`src/rtl/fsq_consts.svh`:
```
// Constants of the flash program sequencer: geometry, command codes,
// status bit positions and counts.
// Assumes inclusion by its bare name from the package and the modules.
`ifndef FSQ_CONSTS_SVH
`define FSQ_CONSTS_SVH

// ----------------------------------------------------------------
// Geometry
// ----------------------------------------------------------------
`define ADDR_W          23
`define DATA_W          16
`define BANK_HI         22
`define BANK_LO         19
`define BLOCK_HI        22
`define BLOCK_LO        16
`define NUM_BANKS       16
`define BUF_WORDS       32
`define BUF_IDX_HI      4
`define INTAKE_DEPTH    16

// ----------------------------------------------------------------
// Command codes
// ----------------------------------------------------------------
`define CMD_PROG_SETUP  8'h40
`define CMD_CLR_STATUS  8'h50
`define CMD_RD_STATUS   8'h70
`define CMD_FACTORY     8'h80
`define CMD_RD_SIG      8'h90
`define CMD_RD_QUERY    8'h98
`define CMD_SUSPEND     8'hb0
`define CMD_CONFIRM     8'hd0
`define CMD_BUF_PROG    8'he8
`define CMD_RD_ARRAY    8'hff

// ----------------------------------------------------------------
// Status bits and counts
// ----------------------------------------------------------------
`define SR_READY        7
`define SR_ERASE_ERR    5
`define SR_PROG_ERR     4
`define SR_PROTECT_ERR  1
`define SR_BANK_WR_RDY  0
`define SR_RESET_VALUE  8'h81
`define MAX_COUNT_N     5'h1f
`define LAST_BUF_IDX    5'h1f
`define BUF_STEP        23'h000020
`define FP_RETRY_MAX    4'h8

`endif

```
`src/rtl/fsq_pkg.sv`:
```
// Types of the flash program sequencer, including the host write word its FIFOs carry.
// Assumes fsq_consts.svh is on the include path.
`include "fsq_consts.svh"

package fsq_pkg;

  typedef struct packed {
    logic [`ADDR_W-1:0] addr;
    logic [`DATA_W-1:0] data;
  } host_write_t;

  typedef enum logic [3:0] {
    S_IDLE, S_PG_DATA, S_BP_COUNT, S_BP_LOAD, S_BP_CONFIRM,
    S_FP_CONFIRM, S_FP_LOAD, S_RUN, S_WAIT
  } seq_state_t;

  typedef enum logic [1:0] {MODE_ARRAY, MODE_STATUS, MODE_AUX} read_mode_t;

  typedef enum logic [1:0] {OP_SINGLE, OP_BUFFER, OP_FACTORY} op_t;

  typedef struct packed {
    seq_state_t                    state;
    op_t                           op;
    read_mode_t [`NUM_BANKS-1:0]   modes;
    logic [7:0]                    err;
    logic [7:0]                    stat_o;
    logic [`BANK_HI-`BANK_LO:0]    busy_bank;
    logic [`ADDR_W-1:0]            start;
    logic [`ADDR_W-1:0]            base;
    logic [`BUF_IDX_HI:0]          count;
    logic [`BUF_IDX_HI:0]          loaded;
    logic [`BUF_IDX_HI:0]          idx;
    logic [3:0]                    retry;
    host_write_t                   cur;
    logic                          prog_valid;
    logic                          slow;
    logic                          busy;
    logic                          rd_valid;
    logic [`DATA_W-1:0]            rd_data;
    logic [2:0]                    rp_sync;
    logic                          rp_lvl;
  } seq_regs_t;

endpackage

```
`src/rtl/flash_word_buffer_program_sequencer.sv`:
```
// Program command sequencer of a multi-bank NOR flash: single word,
// buffered and factory buffered programming, status and read modes.
// Assumes host writes and reads arrive as one-cycle strobes on this clock,
// an array engine that answers each word with done/fail, and lock/aux logic.
//
// Notes on behaviour
// - Single program: setup write, then address/data write
// - Programming bank reads return the status word
// - Busy bank takes only read modes and suspend; suspend is taken but has no effect
// - Reset pin low aborts programming
// - Write buffer holds up to 32 words
// - Buffer setup anywhere in block; ready bit gates
// - Count n means n+1 words follow
// - Unaligned buffer start doubles programming time
// - Span, sequence or protection errors abort cleanly
// - Both error bits set refuses buffer program
// - Busy bank during buffer program filters commands
// - Factory mode: one unlocked block, aligned buffers
// - Factory mode blocks other banks and suspend
// - Factory setup plus confirm; then status reads
// - Factory setup error sets program error, terminates
// - Factory load fills 32 words sequentially
// - Device advances address; out-of-block write exits
// - Full buffer programs, verifies, reprograms failures
// - Factory phase repeats until out-of-block write
// - Factory exit sets ready, bank shows status
// - Command 80h opens factory programming
// - Command D0h confirms a buffered program
// - Error bits stick until clear-status command or reset pin low
`timescale 1ns/100ps
`include "fsq_consts.svh"

module flash_word_buffer_program_sequencer
  import fsq_pkg::*;
#(
  parameter int INTAKE_DEPTH = `INTAKE_DEPTH,
  parameter int BUF_WORDS    = `BUF_WORDS
) (
  input  wire logic                   sys_clk_in,
  input  wire logic                   rst_in,
  input  wire logic                   wr_valid_in,
  input  wire logic [`ADDR_W-1:0]     wr_addr_in,
  input  wire logic [`DATA_W-1:0]     wr_data_in,
  output logic                        wr_ready_out,
  input  wire logic                   rd_valid_in,
  input  wire logic [`ADDR_W-1:0]     rd_addr_in,
  input  wire logic [`DATA_W-1:0]     array_data_in,
  input  wire logic [`DATA_W-1:0]     aux_data_in,
  output logic                        rd_valid_out,
  output logic [`DATA_W-1:0]          rd_data_out,
  input  wire logic                   reset_pin_low_active_in,
  input  wire logic                   high_program_supply_level_in,
  input  wire logic                   block_locked_in,
  output logic [`BLOCK_HI-`BLOCK_LO:0] lock_block_out,
  output logic                        prog_valid_out,
  output logic [`ADDR_W-1:0]          prog_addr_out,
  output logic [`DATA_W-1:0]          prog_data_out,
  output logic                        prog_slow_out,
  input  wire logic                   prog_done_in,
  input  wire logic                   prog_fail_in,
  output logic [7:0]                  status_out,
  output logic                        busy_out
);

  // ----------------------------------------------------------------
  // Intake queue and write buffer
  // ----------------------------------------------------------------
  localparam int HW = $bits(host_write_t);

  host_write_t cmd;
  host_write_t buf_out;
  host_write_t buf_word;
  logic        cmd_valid;
  logic        take;
  logic        buf_push;
  logic        buf_pop;
  logic        buf_flush;
  logic        buf_valid;
  logic        buf_ready;

  // Intake queues host writes while factory words are being programmed; it stalls the host only in reset and once full
  word_fifo #(.WIDTH(HW), .DEPTH(INTAKE_DEPTH)) intake (
    .sys_clk_in   (sys_clk_in),
    .rst_in       (rst_in),
    .flush_in     (1'b0),
    .in_valid_in  (wr_valid_in),
    .in_data_in   ({wr_addr_in, wr_data_in}),
    .in_ready_out (wr_ready_out),
    .out_valid_out(cmd_valid),
    .out_data_out (cmd),
    .out_ready_in (take)
  );

  word_fifo #(.WIDTH(HW), .DEPTH(BUF_WORDS)) wbuf (
    .sys_clk_in   (sys_clk_in),
    .rst_in       (rst_in),
    .flush_in     (buf_flush),
    .in_valid_in  (buf_push),
    .in_data_in   (buf_word),
    .in_ready_out (buf_ready),
    .out_valid_out(buf_valid),
    .out_data_out (buf_out),
    .out_ready_in (buf_pop)
  );

  // ----------------------------------------------------------------
  // Sequencer state
  // ----------------------------------------------------------------
  seq_regs_t q_r;
  seq_regs_t q_nxt;

  logic [7:0]                   code;
  logic [`BLOCK_HI-`BLOCK_LO:0] cmd_blk;
  logic [`ADDR_W-1:0]           offs;
  logic                         engaged;
  logic                         rd_cmd;

  assign code    = cmd.data[7:0];
  assign cmd_blk = cmd.addr[`BLOCK_HI:`BLOCK_LO];
  assign offs    = cmd.addr - q_r.start;
  assign engaged = (q_r.state == S_RUN) || (q_r.state == S_WAIT);
  assign rd_cmd  = (code == `CMD_RD_ARRAY) || (code == `CMD_RD_STATUS) ||
                   (code == `CMD_RD_SIG) || (code == `CMD_RD_QUERY) ||
                   (code == `CMD_SUSPEND);

  // Factory programming holds host words back until the buffer drains
  assign take = cmd_valid && !(engaged && q_r.op == OP_FACTORY);

  always_comb begin
    q_nxt     = q_r;
    buf_push  = 1'b0;
    buf_pop   = 1'b0;
    buf_flush = 1'b0;
    buf_word  = cmd;

    // Read path: each bank answers in its own read mode
    q_nxt.rd_valid = rd_valid_in;
    unique case (q_r.modes[rd_addr_in[`BANK_HI:`BANK_LO]])
      MODE_ARRAY:  q_nxt.rd_data = array_data_in;
      MODE_STATUS: q_nxt.rd_data = {8'h00, q_r.stat_o};
      MODE_AUX:    q_nxt.rd_data = aux_data_in;
      default:     q_nxt.rd_data = array_data_in;
    endcase

    // ----------------------------------------------------------------
    // Host writes
    // ----------------------------------------------------------------
    if (take) begin
      unique case (q_r.state)
        S_IDLE: begin
          unique case (code)
            `CMD_RD_ARRAY:  q_nxt.modes[cmd.addr[`BANK_HI:`BANK_LO]] = MODE_ARRAY;
            `CMD_RD_STATUS: q_nxt.modes[cmd.addr[`BANK_HI:`BANK_LO]] = MODE_STATUS;
            `CMD_RD_SIG,
            `CMD_RD_QUERY:  q_nxt.modes[cmd.addr[`BANK_HI:`BANK_LO]] = MODE_AUX;
            `CMD_CLR_STATUS: begin
              q_nxt.err = '0;
            end
            `CMD_PROG_SETUP: begin
              q_nxt.state = S_PG_DATA;
            end
            `CMD_BUF_PROG: begin
              q_nxt.modes[cmd.addr[`BANK_HI:`BANK_LO]] = MODE_STATUS;
              if (!(q_r.err[`SR_PROG_ERR] && q_r.err[`SR_ERASE_ERR])) begin
                q_nxt.start     = cmd.addr;
                q_nxt.busy_bank = cmd.addr[`BANK_HI:`BANK_LO];
                q_nxt.state     = S_BP_COUNT;
              end
            end
            `CMD_FACTORY: begin
              q_nxt.start     = cmd.addr;
              q_nxt.busy_bank = cmd.addr[`BANK_HI:`BANK_LO];
              q_nxt.state     = S_FP_CONFIRM;
            end
            default: ;
          endcase
        end
        S_PG_DATA: begin
          q_nxt.cur        = cmd;
          q_nxt.op         = OP_SINGLE;
          q_nxt.slow       = 1'b0;
          q_nxt.prog_valid = 1'b1;
          q_nxt.busy_bank  = cmd.addr[`BANK_HI:`BANK_LO];
          q_nxt.modes[cmd.addr[`BANK_HI:`BANK_LO]] = MODE_STATUS;
          q_nxt.state      = S_WAIT;
        end
        S_BP_COUNT: begin
          if (cmd_blk != q_r.start[`BLOCK_HI:`BLOCK_LO] ||
              cmd.data > {11'h000, `MAX_COUNT_N}) begin
            q_nxt.err[`SR_PROG_ERR]  = 1'b1;
            q_nxt.err[`SR_ERASE_ERR] = 1'b1;
            q_nxt.state              = S_IDLE;
          end else begin
            q_nxt.count  = cmd.data[`BUF_IDX_HI:0];
            q_nxt.loaded = '0;
            q_nxt.state  = S_BP_LOAD;
          end
        end
        S_BP_LOAD: begin
          // The first loaded word fixes the start address of the range
          if (q_r.loaded == '0) begin
            q_nxt.start = cmd.addr;
          end
          if (cmd_blk != q_r.start[`BLOCK_HI:`BLOCK_LO] ||
              (q_r.loaded != '0 &&
               offs > {18'h00000, q_r.count})) begin
            q_nxt.err[`SR_PROG_ERR]  = 1'b1;
            q_nxt.err[`SR_ERASE_ERR] = 1'b1;
            buf_flush                = 1'b1;
            q_nxt.state              = S_IDLE;
          end else begin
            buf_push     = 1'b1;
            q_nxt.loaded = q_r.loaded + 1'b1;
            if (q_r.loaded == q_r.count) begin
              q_nxt.state = S_BP_CONFIRM;
            end
          end
        end
        S_BP_CONFIRM: begin
          if (code != `CMD_CONFIRM) begin
            q_nxt.err[`SR_PROG_ERR]  = 1'b1;
            q_nxt.err[`SR_ERASE_ERR] = 1'b1;
            buf_flush                = 1'b1;
            q_nxt.state              = S_IDLE;
          end else if (block_locked_in) begin
            q_nxt.err[`SR_PROG_ERR]    = 1'b1;
            q_nxt.err[`SR_PROTECT_ERR] = 1'b1;
            buf_flush                  = 1'b1;
            q_nxt.state                = S_IDLE;
          end else begin
            q_nxt.op    = OP_BUFFER;
            q_nxt.slow  = (q_r.start[`BUF_IDX_HI:0] != '0);
            q_nxt.state = S_RUN;
          end
        end
        S_FP_CONFIRM: begin
          q_nxt.modes[q_r.busy_bank] = MODE_STATUS;
          if (code == `CMD_CONFIRM && !block_locked_in &&
              high_program_supply_level_in &&
              q_r.start[`BUF_IDX_HI:0] == '0) begin
            q_nxt.op    = OP_FACTORY;
            q_nxt.slow  = 1'b0;
            q_nxt.base  = q_r.start;
            q_nxt.idx   = '0;
            q_nxt.state = S_FP_LOAD;
          end else begin
            q_nxt.err[`SR_PROG_ERR] = 1'b1;
            q_nxt.state             = S_IDLE;
          end
        end
        S_FP_LOAD: begin
          // Every in-block word here is data, a status command included
          if (cmd_blk != q_r.start[`BLOCK_HI:`BLOCK_LO]) begin
            buf_flush   = 1'b1;
            q_nxt.state = S_IDLE;
          end else begin
            buf_push      = 1'b1;
            buf_word.addr = q_r.base + {18'h00000, q_r.idx};
            q_nxt.idx     = q_r.idx + 1'b1;
            if (q_r.idx == `LAST_BUF_IDX) begin
              q_nxt.state = S_RUN;
            end
          end
        end
        S_RUN,
        S_WAIT: begin
          // Only mode changes get through while a program runs
          if (rd_cmd) begin
            unique case (code)
              `CMD_RD_ARRAY:  q_nxt.modes[cmd.addr[`BANK_HI:`BANK_LO]] = MODE_ARRAY;
              `CMD_RD_STATUS: q_nxt.modes[cmd.addr[`BANK_HI:`BANK_LO]] = MODE_STATUS;
              `CMD_RD_SIG,
              `CMD_RD_QUERY:  q_nxt.modes[cmd.addr[`BANK_HI:`BANK_LO]] = MODE_AUX;
              default: ;
            endcase
          end
        end
        default: ;
      endcase
    end

    // ----------------------------------------------------------------
    // Program engine; its error sets follow the clear above
    // ----------------------------------------------------------------
    unique case (q_r.state)
      S_RUN: begin
        if (buf_valid) begin
          buf_pop          = 1'b1;
          q_nxt.cur        = buf_out;
          q_nxt.retry      = '0;
          q_nxt.prog_valid = 1'b1;
          q_nxt.state      = S_WAIT;
        end else if (q_r.op == OP_FACTORY) begin
          q_nxt.base  = q_r.base + `BUF_STEP;
          q_nxt.idx   = '0;
          q_nxt.state = S_FP_LOAD;
        end else begin
          q_nxt.state = S_IDLE;
        end
      end
      S_WAIT: begin
        if (prog_done_in) begin
          if (prog_fail_in && q_r.op == OP_FACTORY &&
              q_r.retry != `FP_RETRY_MAX) begin
            q_nxt.retry = q_r.retry + 1'b1;
          end else if (prog_fail_in) begin
            q_nxt.prog_valid        = 1'b0;
            q_nxt.err[`SR_PROG_ERR] = 1'b1;
            buf_flush               = 1'b1;
            q_nxt.state             = S_IDLE;
          end else begin
            q_nxt.prog_valid = 1'b0;
            q_nxt.state      = (q_r.op == OP_SINGLE) ? S_IDLE : S_RUN;
          end
        end
      end
      default: ;
    endcase

    // ----------------------------------------------------------------
    // Reset pin: filtered, then abort
    // ----------------------------------------------------------------
    q_nxt.rp_sync = {q_r.rp_sync[1:0], reset_pin_low_active_in};
    if (q_r.rp_sync[1] == q_r.rp_sync[2]) begin
      q_nxt.rp_lvl = q_r.rp_sync[2];
    end
    if (!q_r.rp_lvl) begin
      q_nxt.state      = S_IDLE;
      q_nxt.prog_valid = 1'b0;
      q_nxt.modes      = '0;
      q_nxt.err        = '0;
      buf_flush        = 1'b1;
    end

    // Status word as the host will see it next cycle
    q_nxt.busy = (q_nxt.state == S_RUN) || (q_nxt.state == S_WAIT) ||
                 (q_nxt.state == S_FP_LOAD);
    q_nxt.stat_o = q_nxt.err;
    q_nxt.stat_o[`SR_READY] = (q_nxt.state != S_RUN) &&
                              (q_nxt.state != S_WAIT);
    q_nxt.stat_o[`SR_BANK_WR_RDY] = (q_nxt.state == S_FP_LOAD) ? buf_ready :
                                    q_nxt.stat_o[`SR_READY];
  end

  always_ff @(posedge sys_clk_in or posedge rst_in) begin
    if (rst_in) begin
      q_r         <= '0;
      q_r.stat_o  <= `SR_RESET_VALUE;
      q_r.rp_sync <= 3'h7;
      q_r.rp_lvl  <= 1'b1;
    end else begin
      q_r <= q_nxt;
    end
  end

  // ----------------------------------------------------------------
  // Outputs
  // ----------------------------------------------------------------
  assign rd_valid_out   = q_r.rd_valid;
  assign rd_data_out    = q_r.rd_data;
  assign prog_valid_out = q_r.prog_valid;
  assign prog_addr_out  = q_r.cur.addr;
  assign prog_data_out  = q_r.cur.data;
  assign prog_slow_out  = q_r.slow;
  assign status_out     = q_r.stat_o;
  assign busy_out       = q_r.busy;
  assign lock_block_out = q_r.start[`BLOCK_HI:`BLOCK_LO];

endmodule

```
`src/rtl/word_fifo.sv`:
```
// Synchronous FIFO with valid/ready on both sides and a flush.
// Assumes one clock; ready and valid flags come from flip-flops.
`timescale 1ns/100ps

module word_fifo #(
  parameter int WIDTH = 39,
  parameter int DEPTH = 16
) (
  input  wire logic             sys_clk_in,
  input  wire logic             rst_in,
  input  wire logic             flush_in,
  input  wire logic             in_valid_in,
  input  wire logic [WIDTH-1:0] in_data_in,
  output logic                  in_ready_out,
  output logic                  out_valid_out,
  output logic [WIDTH-1:0]      out_data_out,
  input  wire logic             out_ready_in
);

  localparam int PW = $clog2(DEPTH);

  logic [WIDTH-1:0] mem [DEPTH];
  logic [PW-1:0]    wr_ptr_r;
  logic [PW-1:0]    rd_ptr_r;
  logic [PW:0]      cnt_r;
  logic [PW:0]      cnt_nxt;
  logic             push;
  logic             pop;

  assign push = in_valid_in && in_ready_out;
  assign pop  = out_valid_out && out_ready_in;
  assign out_data_out = mem[rd_ptr_r];

  always_comb begin
    cnt_nxt = cnt_r;
    if (flush_in) begin
      cnt_nxt = '0;
    end else if (push && !pop) begin
      cnt_nxt = cnt_r + 1'b1;
    end else if (pop && !push) begin
      cnt_nxt = cnt_r - 1'b1;
    end
  end

  always_ff @(posedge sys_clk_in or posedge rst_in) begin
    if (rst_in) begin
      wr_ptr_r      <= '0;
      rd_ptr_r      <= '0;
      cnt_r         <= '0;
      in_ready_out  <= 1'b0;
      out_valid_out <= 1'b0;
    end else begin
      cnt_r         <= cnt_nxt;
      in_ready_out  <= (cnt_nxt != (PW+1)'(DEPTH));
      out_valid_out <= (cnt_nxt != '0);
      if (flush_in) begin
        wr_ptr_r <= '0;
        rd_ptr_r <= '0;
      end else begin
        if (push) begin
          wr_ptr_r <= (wr_ptr_r == PW'(DEPTH-1)) ? '0 : wr_ptr_r + 1'b1;
        end
        if (pop) begin
          rd_ptr_r <= (rd_ptr_r == PW'(DEPTH-1)) ? '0 : rd_ptr_r + 1'b1;
        end
      end
    end
  end

  // Storage carries no reset so it can map onto RAM
  always_ff @(posedge sys_clk_in) begin
    if (push && !flush_in) begin
      mem[wr_ptr_r] <= in_data_in;
    end
  end

endmodule
```
`config.mk`:
```
export PLATFORM = sky130hd
export DESIGN_NAME = flash_word_buffer_program_sequencer
export DESIGN_NICKNAME = d
export VERILOG_FILES = /design/src/rtl/fsq_pkg.sv /design/src/rtl/flash_word_buffer_program_sequencer.sv /design/src/rtl/word_fifo.sv
export VERILOG_INCLUDE_DIRS = /design/src /design/src/rtl
export SDC_FILE = /design/constraint.sdc
export NUM_CORES = 2
export LEC_CHECK = 0
export BUFFER_PORTS_ARGS = -buffer_cell sky130_fd_sc_hd__buf_2
export CAP_MARGIN = 20
export CORE_MARGIN = 3
export CORE_UTILIZATION = 35
export CTS_CLUSTER_SIZE = 14
export DETAILED_ROUTE_END_ITERATION = 8
export GPL_TIMING_DRIVEN = 0
export HOLD_SLACK_MARGIN = 0.15
export RECOVER_POWER = 50
export SLEW_MARGIN = 15
export SYNTH_ARGS = -nofsm -noshare
export SYNTH_HDL_FRONTEND = slang
export SYNTH_SLANG_ARGS = --single-unit
```
`constraint.sdc`:
```
create_clock -name sys_clk_in -period 17.95 [get_ports sys_clk_in]
set_input_delay 3.59 -clock sys_clk_in [delete_from_list [all_inputs] [get_ports sys_clk_in]]
set_output_delay 3.59 -clock sys_clk_in [all_outputs]
set_load 0.1 [all_outputs]
```
==> impl_results.md <==
* Sink Count at 2080
* RSZ-0062 raised after global routing: false
* Synthesized area per cell at around 19 sq um
* Switching Share at 0.3513
* Asr flop ratio synth at 0.1000
* Slew margin rel. at -2.532
* Achievable frequency at 79.04 MHz
* GRT Overall Usage at 0.1888
* Startpoint Class: input port
* HP Class: reg2reg
* Synth Cell Area at 0.08499 sq mm
* Die W at 498.8 um
* Largest net degree at the start of global routing at 94
* Worst Hold Path EP: q_nxt[3]$_DFF_PP1_
* Status: complete, but fails checks
* Clk network pwr share at 0.271
* Fin crit period at 12.65 ns
* Die area at between 0.2 and 0.25 sq mm
* Drt pass-1 iters at 7
* Pwr per Cell Area at 160.3 mW/mm^2
* Netlist cell types at approximately 80
* Logic gate share of total power at 0.310
* Failing checks: max-capacitance violations, max-slew violations
* Avg WL per Cell at ~29 um
* Vias in the first global route at 45.98k
* Synth Register Bits at 2080
* Ys Warns at 0
* Nature of the critical path endpoint: asynchronous set/reset pin
* Reg power frac at 0.420
* FF-to-FF End: wbuf.mem[17][31]$_DFFE_PP_
* P_leak at 31.63 nW
* Hold Vio Cnt, Final at 0
* Total congestion overflow at 0
* Wirelength, routed at about 240 mm
* Dominant register cell in the synthesized netlist: edfxtp_1
* Hold Path Depth at 0
* Worst setup path startpoint: rst_in
* Cells after Synth at about 4.4k
* Routability-driven placement congestion ratio at around 0.86
* Initial Util at 0.3527
* R2R Setup Slk at 5.59 ns
* Startpoint of the worst hold path: q_nxt[2]$_DFF_PP1_
* Share of cells above drive strength 1 at 0.2569
* Rows at 180
* Std-Cell Core Area at 0.2410 sq mm
* Req. time, crit path at 17.79 ns
* Number of synthesized flops with an enable pin at 1872
* IO Pins at about 180
* Post-detailed-route count of antenna-violating nets at 0
* CTS max path bufs at 3
* Global-route wire length before repair at 340.6 mm
* Layout area overhead at 16.56%
* H-tree depth at 4
* 1st-iter DRT viols at 5514
* Switching power at 5.578 mW
* Max Clock Skew at 0.07231 ns
* Synth top area cells: edfxtp_1 (66%), mux4_2 (16%), dfrtp_1 (5.9%)
* Fin. max-slew vios at 530
* Sequential element share of the synthesized area at 0.7228
* Launching point of the worst reg2reg path: intake.rd_ptr_r[1]$_DFFE_PP0P_
* CTS tree: built
* IO buf count at 153
* Worst-path fanout max at 93
* CP arrival at 12.49 ns
* Sum of negative setup slack at 0 ns
* Top cell type by total area after synthesis: edfxtp_1
* Worst-margin pin slew at about 5.3 ns
* Number of remaining DRC errors at 0
* Die H at 498.8 um
* Final Core Density at 0.4111
* Via count at 46.10k
* Tcrit/Tclk final at 0.7049
* HPWL after DPL at roughly 160 mm
* Clock root buffer: clkbuf_16
* Max cap viols at 18
* Inserted Clock Buffers at 204
* Max VDD drop at 0.1222 mV
* Cell-internal power at between 10 and 15 mW
* Final nets at 5120
* Setup violations, final at 0
* Antenna violations before repair at 26
* Via/cell ratio at 5.536
* WS Path Type: in2async
* Clock Latency Late Sink at 0.86 ns
* Postcts setup bufs at 0
* Clk slew on worst S/H paths at 0.06 ns
* R2R depth at 27
* Post_cts resized at 0
* Share of the synthesized area in the top cell type at 0.6614
* Cts hold-fix bufs at 0
worst max-delay path, cell delays in order:
cell and delay (ns):
buf_2 0.10, clkinvlp_2 1.40, clkbuf_1 3.78, clkbuf_1 3.37
cell usage after synthesis (all sizes together), types with 6 or more instances:
| master | instances |
|---|---|
| edfxtp | 1872 |
| mux4 | 587 |
| nor2 | 224 |
| nand2 | 204 |
| dfrtp | 202 |
| clkbuf | 162 |
| o21ai | 152 |
| buf | 137 |
| a21oi | 126 |
| inv | 69 |
| mux2 | 67 |
| ha | 58 |
| mux2i | 52 |
| nand3 | 51 |
| xnor2 | 34 |
| nor3 | 28 |
| and2 | 26 |
| nor2b | 25 |
| o21a | 25 |
| a211oi | 20 |
| and3 | 20 |
| a31oi | 19 |
| xor2 | 19 |
| nand4 | 17 |
| nand2b | 16 |
| o22ai | 14 |
| a22oi | 13 |
| nor4 | 12 |
| o211ai | 12 |
| a21o | 11 |
| nor3b | 11 |
| a22o | 10 |
| a311oi | 9 |
| or3 | 9 |
| nand3b | 8 |
| o221ai | 8 |
| a2111oi | 7 |
| dfstp | 6 |
| or2 | 6 |
layer usage:
metal	wire length, um	global-route usage	vias up
met3	19100	0.04030	387
met4	6936	0.05178	28
met1	96900	0.2568	24745
met5	209	0	-
met2	114500	0.3076	1890
li1	-	-	19050
registers in the layout, summed over array words and instances (netlist names), 2 cells and up:
| name | cells |
|---|---|
| q_r | 102 |
| intake.mem | 624 |
| rd_data_out | 16 |
| prog_addr_out | 23 |
| prog_data_out | 16 |
| q_nxt | 2 |
| wbuf.wr_ptr_r | 5 |
| lock_block_out | 7 |
| intake.wr_ptr_r | 4 |
| intake.cnt_r | 5 |
| status_out | 5 |
| wbuf.mem | 1248 |
| intake.rd_ptr_r | 4 |
| wbuf.cnt_r | 6 |
| wbuf.rd_ptr_r | 5 |
worst max path at each step:
stage / endpoint / slack, ns / cells past startpoint
after global placement: wbuf.mem[30][2]$_DFFE_PP_ / 3.65 / 24
after global routing: q_r[95]$_DFF_PP0_ / 3.51 / 4
after floorplan: busy_out$_DFF_PP0_ / 8.69 / 1
after detailed placement: wbuf.mem[17][30]$_DFFE_PP_ / 6.94 / 28
final: q_r[118]$_DFFE_PP0P_ / 5.30 / 4
after CTS: wbuf.mem[17][32]$_DFFE_PP_ / 6.85 / 28
area by class of cell:
type | count | area [sq um]
fillers | 21302 | 141900
flip-flops and latches | 2080 | 61430
multi-input cells | 1972 | 22210
clock buffers | 264 | 5441
well taps | 3185 | 3985
repair buffers | 331 | 2964
plain buffers | 299 | 1474
clock inverters | 119 | 1279
inverters | 69 | 260.3
diodes | 9 | 22.52
cell families after synthesis:
logic type	Yosys count	share of synthesized area
flops	2080	0.7228
simple gates	678	0.03714
mux	706	0.1706
other cells	1	0.00004412
fa+ha+maj	61	0.009128
xor+xnor	53	0.005462
compound gates	471	0.03479
buf+inv	368	0.02011
cell usage in the layout (no fill, tap or decap), types with 19 or more instances in the layout:
cell type | netlist | layout
a211oi_1 | 19 | 19
a21oi_1 | 124 | 124
a31oi_1 | 19 | 19
and2_1 | 25 | 19
and3_1 | 20 | 20
buf_1 | 44 | 27
buf_12 | 0 | 43
buf_16 | 0 | 24
buf_2 | 16 | 77
buf_4 | 72 | 80
buf_6 | 5 | 41
clkbuf_1 | 162 | 365
clkbuf_16 | 0 | 205
clkinv_1 | 0 | 37
clkinv_2 | 0 | 42
dfrtp_1 | 202 | 202
edfxtp_1 | 1872 | 1872
ha_1 | 58 | 58
inv_1 | 69 | 66
mux2_2 | 67 | 66
mux2i_1 | 52 | 51
mux4_2 | 587 | 587
nand2_1 | 204 | 204
nand3_1 | 51 | 51
nor2_1 | 224 | 192
nor2_4 | 0 | 32
nor2b_1 | 25 | 25
nor3_1 | 28 | 28
o21a_1 | 25 | 25
o21ai_0 | 149 | 126
o21ai_2 | 0 | 21
xnor2_1 | 34 | 34
xor2_1 | 19 | 19
metrics by stage:
stage | hold slack (ns) | cells | setup slack (ns) | instance area [sq um] | power [mW]
2_1_floorplan | 0.3452 | 4420 | 8.689 | 85000 | 9.745
3_3_place_gp | 0.3490 | 7758 | 3.654 | 89750 | 11.46
3_5_place_dp | 0.3487 | 7927 | 6.936 | 93260 | 11.77
4_1_cts | 0.3579 | 8310 | 6.854 | 99980 | 16.04
5_1_grt | 0.3679 | 8319 | 3.509 | 99040 | 16.54
6_report | 0.3613 | 8328 | 5.298 | 99060 | 15.88
power by group through the flow:
stage                     Clock (mW)  Combinational (mW)  Sequential [mW]
after floorplan                    0                3.01             6.73
after global placement             0                4.59             6.87
after detailed placement           0                5.02             6.75
after CTS                       4.36                5.03             6.65
after global routing            4.56                5.29             6.69
final                           4.30                4.92             6.67
(Power assumes the default switching activity.)
